[config.mk]
export PLATFORM = sky130hd
export DESIGN_NAME = bypass_override
export DESIGN_NICKNAME = d
export VERILOG_FILES = /design/src/hw/bypass_override_pkg.sv /design/src/hw/bypass_override.sv
export SDC_FILE = /design/constraint.sdc
export NUM_CORES = 1
export LEC_CHECK = 0
export BUFFER_PORTS_ARGS = -buffer_cell sky130_fd_sc_hd__buf_4
export CAP_MARGIN = 0
export CORE_ASPECT_RATIO = 1.1
export CORE_MARGIN = 4
export CORE_UTILIZATION = 52
export CTS_CLUSTER_DIAMETER = 30
export DETAILED_ROUTE_END_ITERATION = 7
export PLACE_DENSITY = 0.85
export SYNTH_ARGS = -nofsm -noshare
export SYNTH_HDL_FRONTEND = slang
export SYNTH_SLANG_ARGS = --single-unit
[constraint.sdc]
create_clock -name I_MCLK -period 2.45 [get_ports I_MCLK]
set_input_delay 0.1225 -clock I_MCLK [delete_from_list [all_inputs] [get_ports I_MCLK]]
set_output_delay 0.1225 -clock I_MCLK [all_outputs]
set_load 0.05 [all_outputs]
[src/hw/bypass_override_pkg.sv]
package bypass_override_pkg;
  // =====================================================
  // register map (byte addresses, 32-bit words)
  localparam logic [11:0] SEC_CTRL_ADDR = 12'h000;
  localparam logic [11:0] NS_CTRL_ADDR = 12'h004;
  localparam logic [11:0] BYP_COUNT_ADDR = 12'h008;
  localparam int ADDR_W = 12;
  // =====================================================
  // field positions
  localparam int SEC_OVR_LSB = 28;
  localparam int WR_OVR_LSB = 26;
  localparam int RD_OVR_LSB = 24;
  localparam int SH_OVR_LSB = 22;
  localparam int CPD_BIT = 0;
  localparam int USF_BIT = 1;
  localparam logic [31:0] SEC_WR_MASK = 32'h3fc0_0003;
  localparam logic [31:0] NS_WR_MASK = 32'h0000_0003;
  localparam logic [31:0] SEC_RESET = 32'h0000_0000;
  localparam logic [31:0] NS_RESET = 32'h0000_0000;
  localparam logic [15:0] COUNT_RESET = 16'h0000;
  // =====================================================
  // override encodings
  typedef enum logic [1:0] {
    OVR_PASS = 2'b00,
    OVR_RSVD = 2'b01,
    OVR_ON = 2'b10,
    OVR_OFF = 2'b11
  } ovr_t;
  typedef enum logic [1:0] {
    SH_OVR_PASS = 2'b00,
    SH_OVR_OUTER = 2'b01,
    SH_OVR_INNER = 2'b10,
    SH_OVR_NONE = 2'b11
  } sh_ovr_t;
  typedef enum logic [1:0] {
    SHARE_NON = 2'b00,
    SHARE_INNER = 2'b01,
    SHARE_OUTER = 2'b10,
    SHARE_RSVD = 2'b11
  } share_t;
  localparam logic [1:0] HTRANS_NONSEQ = 2'b10;
  // =====================================================
  // client transaction attributes
  typedef struct packed {
    logic valid;
    logic prot1;
    logic matched;
    logic wr_alloc;
    logic rd_alloc;
    share_t share;
  } txn_in_t;
  typedef struct packed {
    logic valid;
    logic nonsec;
    logic wr_alloc;
    logic rd_alloc;
    share_t share;
    logic bypass;
  } txn_out_t;
endpackage

[src/hw/bypass_override.sv]
// Implementation choices: the AHB-Lite register port and the register addresses.
`timescale 1ns/1ps
// Operation
// - secure control register needs secure access
// - nonsecure register governs only nonsecure transactions
// - security override field selects bypass security
// - override field absent from nonsecure register
// - security override only on bypassed secure transactions
// - write allocate override for bypassed transactions
// - read allocate override for bypassed transactions
// - shareability override for bypassed transactions
// - attribute overrides only when transaction bypasses
module bypass_override (
  input wire logic I_MCLK,
  input wire logic I_RST_N,
  input wire logic I_HSEL,
  input wire logic [31:0] I_HADDR,
  input wire logic [1:0] I_HTRANS,
  input wire logic I_HWRITE,
  input wire logic [2:0] I_HSIZE,
  input wire logic I_HNONSEC,
  input wire logic [31:0] I_HWDATA,
  input wire logic I_HREADY,
  output logic O_HREADYOUT,
  output logic [31:0] O_HRDATA,
  output logic O_HRESP,
  input wire bypass_override_pkg::txn_in_t I_TXN,
  output bypass_override_pkg::txn_out_t O_TXN
);
  import bypass_override_pkg::*;

  // =====================================================
  // bus slave
  logic ap_take;
  logic dp_valid_reg;
  logic dp_write_reg;
  logic dp_nonsec_reg;
  logic [ADDR_W-1:0] dp_addr_reg;
  logic [31:0] sec_reg;
  logic [31:0] sec_next;
  logic [31:0] ns_reg;
  logic [31:0] ns_next;
  logic [15:0] count_reg;
  logic [31:0] hrdata_reg;
  logic [31:0] rd_value;
  logic dp_wr;

  assign ap_take = I_HSEL & I_HTRANS[1] & I_HREADY;
  assign dp_wr = dp_valid_reg & dp_write_reg;
  assign O_HREADYOUT = 1'b1;
  assign O_HRESP = 1'b0;
  assign O_HRDATA = hrdata_reg;

  always_ff @(posedge I_MCLK) begin
    if (!I_RST_N) begin
      dp_valid_reg <= 1'b0;
      dp_write_reg <= 1'b0;
      dp_nonsec_reg <= 1'b1;
      dp_addr_reg <= '0;
    end else begin
      dp_valid_reg <= ap_take;
      dp_write_reg <= ap_take & I_HWRITE;
      dp_nonsec_reg <= I_HNONSEC;
      dp_addr_reg <= I_HADDR[ADDR_W-1:0];
    end
  end

  // nonsecure writes to the secure word are silently dropped
  always_comb begin
    sec_next = sec_reg;
    ns_next = ns_reg;
    if (dp_wr && !dp_nonsec_reg && dp_addr_reg == SEC_CTRL_ADDR) begin
      sec_next = I_HWDATA & SEC_WR_MASK;
    end
    if (dp_wr && dp_addr_reg == NS_CTRL_ADDR) begin
      ns_next = I_HWDATA & NS_WR_MASK;
    end
  end

  always_ff @(posedge I_MCLK) begin
    if (!I_RST_N) begin
      sec_reg <= SEC_RESET;
      ns_reg <= NS_RESET;
    end else begin
      sec_reg <= sec_next;
      ns_reg <= ns_next;
    end
  end

  // read from next values so a read right after a write sees it
  always_comb begin
    rd_value = 32'h0000_0000;
    unique case (I_HADDR[ADDR_W-1:0])
      SEC_CTRL_ADDR: rd_value = I_HNONSEC ? 32'h0000_0000 : sec_next;
      NS_CTRL_ADDR: rd_value = ns_next;
      BYP_COUNT_ADDR: rd_value = {16'h0000, count_reg};
      default: rd_value = 32'h0000_0000;
    endcase
  end

  always_ff @(posedge I_MCLK) begin
    if (!I_RST_N) begin
      hrdata_reg <= 32'h0000_0000;
    end else if (ap_take && !I_HWRITE) begin
      hrdata_reg <= rd_value;
    end else begin
      hrdata_reg <= 32'h0000_0000;
    end
  end

  // =====================================================
  // bypass decision and attribute override
  logic txn_secure;
  logic s_bypass;
  logic ns_bypass;
  logic bypass;
  ovr_t sec_ovr;
  ovr_t wr_ovr;
  ovr_t rd_ovr;
  sh_ovr_t sh_ovr;
  txn_out_t txn_next;

  assign sec_ovr = ovr_t'(sec_reg[SEC_OVR_LSB +: 2]);
  assign wr_ovr = ovr_t'(sec_reg[WR_OVR_LSB +: 2]);
  assign rd_ovr = ovr_t'(sec_reg[RD_OVR_LSB +: 2]);
  assign sh_ovr = sh_ovr_t'(sec_reg[SH_OVR_LSB +: 2]);
  assign txn_secure = ~I_TXN.prot1;
  assign s_bypass = sec_reg[CPD_BIT] |
                    (~I_TXN.matched & ~sec_reg[USF_BIT]);
  assign ns_bypass = ns_reg[CPD_BIT] |
                     (~I_TXN.matched & ~ns_reg[USF_BIT]);
  // each world's bypass decision comes from its own register only
  assign bypass = txn_secure ? s_bypass : ns_bypass;

  // reserved encodings pass the presented attribute through
  always_comb begin
    txn_next.valid = I_TXN.valid;
    txn_next.bypass = bypass;
    txn_next.nonsec = I_TXN.prot1;
    txn_next.wr_alloc = I_TXN.wr_alloc;
    txn_next.rd_alloc = I_TXN.rd_alloc;
    txn_next.share = I_TXN.share;
    if (txn_secure && s_bypass) begin
      unique case (sec_ovr)
        OVR_ON: txn_next.nonsec = 1'b0;
        OVR_OFF: txn_next.nonsec = 1'b1;
        default: txn_next.nonsec = I_TXN.prot1;
      endcase
    end
    if (bypass) begin
      unique case (wr_ovr)
        OVR_ON: txn_next.wr_alloc = 1'b1;
        OVR_OFF: txn_next.wr_alloc = 1'b0;
        default: txn_next.wr_alloc = I_TXN.wr_alloc;
      endcase
      unique case (rd_ovr)
        OVR_ON: txn_next.rd_alloc = 1'b1;
        OVR_OFF: txn_next.rd_alloc = 1'b0;
        default: txn_next.rd_alloc = I_TXN.rd_alloc;
      endcase
      unique case (sh_ovr)
        SH_OVR_OUTER: txn_next.share = SHARE_OUTER;
        SH_OVR_INNER: txn_next.share = SHARE_INNER;
        SH_OVR_NONE: txn_next.share = SHARE_NON;
        default: txn_next.share = I_TXN.share;
      endcase
    end
  end

  always_ff @(posedge I_MCLK) begin
    if (!I_RST_N) begin
      O_TXN <= '0;
    end else begin
      O_TXN <= txn_next;
    end
  end

  // saturating so software never sees a wrap to zero
  always_ff @(posedge I_MCLK) begin
    if (!I_RST_N) begin
      count_reg <= COUNT_RESET;
    end else if (I_TXN.valid && bypass && count_reg != 16'hffff) begin
      count_reg <= count_reg + 16'h0001;
    end
  end
endmodule

# After elaboration in Yosys (flattened, before gate mapping)
# Cells that the tools add are included.
dict set report word_totals {
  register_bits 134
  input_bits 82
  output_inout_bits 41
  elab_cells 63
}
dict set report classes {
  addsub 1
  n_eq_ne 13
  n_mux 11
  n_bitwise 12
  reduce_logical 12
}
# op count
set op_table {}
lappend op_table {{$mux 32} 3}
lappend op_table {{$pmux 32 s3} 1}
lappend op_table {{$eq 12x3->1 const B} 2}
lappend op_table {{$logic_not 12->1} 2}
lappend op_table {{$add 16x1->16 const B} 1}
lappend op_table {{$eq 2x2->1 const B} 8}
lappend op_table {{$ne 16x16->1 const B} 1}
lappend op_table {{$eq 12x4->1 const B} 1}
lappend op_table {{$logic_and 1x1->1} 7}
lappend op_table {{$and 1x1->1} 6}
lappend op_table {{$pmux 1 s2} 3}
lappend op_table {{$pmux 2 s3} 1}
lappend op_table {{$mux 4} 1}
lappend op_table {{$not 1->1} 4}
lappend op_table {{$eq 2x1->1 const B} 1}
lappend op_table {{$logic_not 1->1} 2}
lappend op_table {{$mux 1} 2}
lappend op_table {{$or 1x1->1} 2}
lappend op_table {{$reduce_and 2->1} 1}

# Depth between registers and ports, before layout
dict set report logic_depth {
  depth_word 6
  ltp_mapped 7
  ltp_nobuf 6
}

# Worst setup path after synthesis
# OpenSTA, ideal clock, no wires.
dict set report synth_path {
  kind {register to register}
  start {register dp_addr_reg[9]}
  end {register hrdata_reg[14], in the netlist O_HRDATA[14]}
  setup_time_ps 128
  t_arrival_ps 1876
  required_time_ps 2322
  slack_ps 446
  path_stages_with_launch 8
  path_buffers 2
  period_less_slack_ps 2004
  cell_sequence {dfxtp_1 or4_4 nor4_2 buf_4 nor2_2 buf_6 a222oi_1 nor2_1}
}
dict set report synth_between {
  elab_chain_len 5
  word_cells_on_any_way 8
  cone_classes {1 x eq/ne; 4 x mux; 3 x reduce/logical}
}
# element line
set synth_rtl {}
lappend synth_rtl {{from (decl)} bypass_override.sv:38} ;# logic [ADDR_W-1:0] dp_addr_reg;
lappend synth_rtl {{from (signal assigned)} bypass_override.sv:64} ;# dp_addr_reg <= I_HADDR[ADDR_W-1:0];
lappend synth_rtl {{$logic_not 12->1} bypass_override.sv:72} ;# if (dp_wr && !dp_nonsec_reg && dp_addr_reg == SEC_CTRL_ADDR) begin
lappend synth_rtl {{$logic_and 1x1->1} bypass_override.sv:72}
lappend synth_rtl {{$mux 32} bypass_override.sv:72}
lappend synth_rtl {{$mux 32} bypass_override.sv:94} ;# SEC_CTRL_ADDR: rd_value = I_HNONSEC ? 32'h0000_0000 : sec_next;
lappend synth_rtl {{$pmux 32 s3 *} bypass_override.sv:93} ;# unique case (I_HADDR[ADDR_W-1:0])
lappend synth_rtl {{to (signal assigned)} bypass_override.sv:105} ;# hrdata_reg <= rd_value;
lappend synth_rtl {{to (decl)} bypass_override.sv:44} ;# logic [31:0] hrdata_reg;
# Every way passes the cells marked *; elsewhere a longest branch is shown, timed or not.
# A chain may end at the register's enable or synchronous reset.

# Worst setup path in the final report
dict set report layout_path {
  start {register dp_addr_reg[9]}
  end {register hrdata_reg[4], in the netlist O_HRDATA[4]}
}
# The elaborated chain is that of the path after synthesis.

==> results.md <==
* Status: complete, no violations
* Fmax at approximately 0.44 GHz
* DRT Pass-1 Iters at 7
* Nets@finish at 630
* Fillcell total at between 500 and 600
* DIE AREA at 0.0105 sq mm
* Synth Area in Simple Gates at between 20 and 25%
* Crit Reg-Reg Startpoint: dp_addr_reg[9]
* Clk pwr share at about half
* Post-synth top cells: dfxtp_1 (134), and2_1 (49), nor2_1 (35)
* Startpoint Class: flop
* Via Count at between 3,000 and 4,000
* Yosys warns at 0
* Kind of critical path: flop to flop
* GRT Util Overall at 23.5%
* EDFF count, synth at 0
* Part of the Yosys area used for sequential elements at roughly 58%
* Crit Path Max Fanout at 22
* Final GP Congestion at between 0.8 and 0.9
* Slew Limit Fails at 0
* Tot Pwr at just under 5 mW
* I/O Buffers at between 70 and 80
* Clock buffer count from CTS at 17
* Delay-heaviest family, CP: simple AND/OR/NAND/NOR gates
* Slowest CP cell: or4_4
* Gate Count Post-Synth at 440
* Main combinational cell family by area after synthesis: simple AND/OR/NAND/NOR gates
* RSZ-0062 raised after global routing: no
* Syn_area_per_cell at approximately 11 sq um
* Fin util at between 70% and 80%
* Max_slew headroom at roughly three fifths
* Antenna cells at 0
* Remaining routing DRC violations at 0
* Largest net degree at the start of global routing at 75
* Netlist Area Pre-Place at about 0.0046 sq mm
* Comb power frac at 4.4%
* H-tree depth at 4
* Final Hold Violating Endpoints at 0
* 1st-iter DRT viols at between 300 and 400
* Post-synthesis compound-gate area fraction at a little under an eighth
* Final setup vio count at 0
* Pwr dens at slightly below 800 mW/mm^2
* Max IR drop VDD at between 500 and 600 uV
* Clock Path Buffers at 2
* Hold Startpoint: I_TXN[4]
* First-pass GRT wire length at 19.5 mm
* Share of cells above drive strength 1 at roughly 22%
* Post-Route WL at 12.0 mm
* Distinct cells, synth at 50
* Critical Path End Type: flop
* XOR/XNOR share of the synthesized area at less than 1%
* Skew final at 0.00816 ns
* Net Sw Power at between 1 and 1.5 mW
* Internal power at ~3.9 mW
* Root cell of the clock tree: clkbuf_8
* CTS tree: yes
* Die height at 107 microns
* Vias/cell at 5.69
* Mux share of post-synthesis cell area at under 10%
* Routed length per instance at ~18 microns
* Synth area leader: dfxtp_1
* CTS Sinks at 134
* Most common cell in the netlist: dfxtp_1
* WHS Endpoint: O_TXN[5]
* Synthesized net count at approximately 520
* Seq pwr share at a little under half
* Initial antenna violation count at 0
* Post-synth ARST share at 0%
* Worst-path clk slew at 0.06 ns
* Worst reg2reg path depth at 6
* Adder-Cell Fraction of Synth Area at less than 1%
* Worst Max-Slew Pin Slew at between 0.6 and 0.7 ns
* Critical path buffers and inverters at 1
* Remaining antenna violation count at 0
* Static leakage at 2.49 nW
* CP required at between 2 and 3 ns
* Placed Instances at 607
* Final period util at around 93%
* IO Pins at 123
* # Post-CTS Setup Buffers at 0
* Top cells by area, synth: dfxtp_1 (58%), and2_1 (6.6%), and3_1 (3.2%)
* Fin crit period at ~2.3 ns
* Congestion Overflow GR at 0
* Finished Cell Area at 0.00619 sq mm
* Max-cap viol count at 0
* Post-DP Area at 0.00530 sq mm
* Setup ws final at roughly 0.17 ns
* Core Region at ~0.0085 sq mm
* Top-area cell type share of the netlist area at about 58%
* Worst R2R End: O_HRDATA[4]
* Setup TNS at 0 ns
* Switching Share at 20.6%
* Pre-CTS setup slack at 0.0580 ns
* CP Data Arrival Time at ~2.7 ns
* Max incr delay on CP at 0.57 ns
* Initial Util at about 54%
* Synthesis-to-finish area growth at 33.3%
* Row count at 35
* Seq cells post-synth at 134
* Synth Flop Type: dfxtp_1
* Die Width at about 98 microns
* Worst hold stages at 4
* Post-Layout Cell Count at about 670
* Clock latency at the later pin of the worst-skew pair at about 0.52 ns
* Vias in the first global route at a little over 4,000
* Post-DP HPWL at between 6 and 7 mm
* R2r setup slk at around 0.17 ns
* Hold crit path type: input port to flop
* Worst hold slack at roughly 0.028 ns
* Crit-path cells: or4_4 > nor4_2 > buf_12 > nor2_4 > a222oi_1 > nor2_1
-- timing repair --
action / in CTS / in global routing
hold endpoints to repair: 35 / 0
endpoints found under the setup margin: 0 / 15
hold buffers: 32 / 0
resized for setup: 0 / 1
-- area by class of cell --
cell class	instances	area, sq um	share of cell area, %
flip-flops and latches	134	2680	43.3
multi-input cells	273	1810	29.3
repair buffers	118	978	15.8
clock buffers	20	435	7.03
well taps	111	139	2.24
clock inverters	10	131	2.12
inverters	3	11.3	0.182
-- power groups by stage --
stage / registers [mW] / logic (mW) / clock network (mW)
2_1_floorplan: 2.28 / 0.0718 / 0
3_3_place_gp: 2.25 / 0.164 / 0
3_5_place_dp: 2.26 / 0.169 / 0
4_1_cts: 2.21 / 0.211 / 2.46
5_1_grt: 2.21 / 0.229 / 2.57
6_report: 2.21 / 0.215 / 2.44
-- how the worst max path moves through the flow --
stage | cells after the start | to | start
4_1_cts | 7 | O_HRDATA[3] | I_HADDR[9]
5_1_grt | 6 | O_HRDATA[4] | dp_addr_reg[9]
6_report | 6 | O_HRDATA[4] | dp_addr_reg[9]
3_3_place_gp | 6 | O_HRDATA[3] | I_HADDR[7]
2_1_floorplan | 7 | O_HRDATA[14] | dp_addr_reg[9]
3_5_place_dp | 6 | O_HRDATA[3] | I_HADDR[7]
-- cell families after synthesis --
family	count (synthesis)
multiplexers	15
XOR/XNOR	4
adder cells (fa/ha/maj)	1
flip-flops	134
AO/OA/AOI/OAI	67
buffers and inverters	33
AND/OR/NAND/NOR	184
other	2
-- worst min-delay path: cells and delay by family --
kind / cells / cell delay, ns
AND/OR/NAND/NOR: 1 / 0.05
AO/OA/AOI/OAI: 2 / 0.23
buffers and inverters: 1 / 0.09
-- cell usage in the layout (no fill, tap or decap), types with 8 or more instances in the layout --
cell and count:
a222oi_1 14, a22oi_1 8, a2bb2oi_1 8, and2_1 49
and3_1 24, buf_4 85, clkbuf_16 16, dfxtp_1 134
dlygate4sd3_1 32, mux2i_1 14, nand2_1 16, nand4_1 9
nor2_1 34, nor2b_1 17
-- layer usage --
| layer | track usage [%] | part of all wire [%] | vias to the layer above |
|---|---|---|---|
| li1 | - | - | 1767 |
| met1 | 24.9 | 39 | 1821 |
| met2 | 41.0 | 51 | 180 |
| met3 | 8.20 | 7.1 | 40 |
| met4 | 12.8 | 3.8 | 0 |
| met5 | 0 | 0 | - |
No activity file was read; power rests on OpenSTA's default activity.
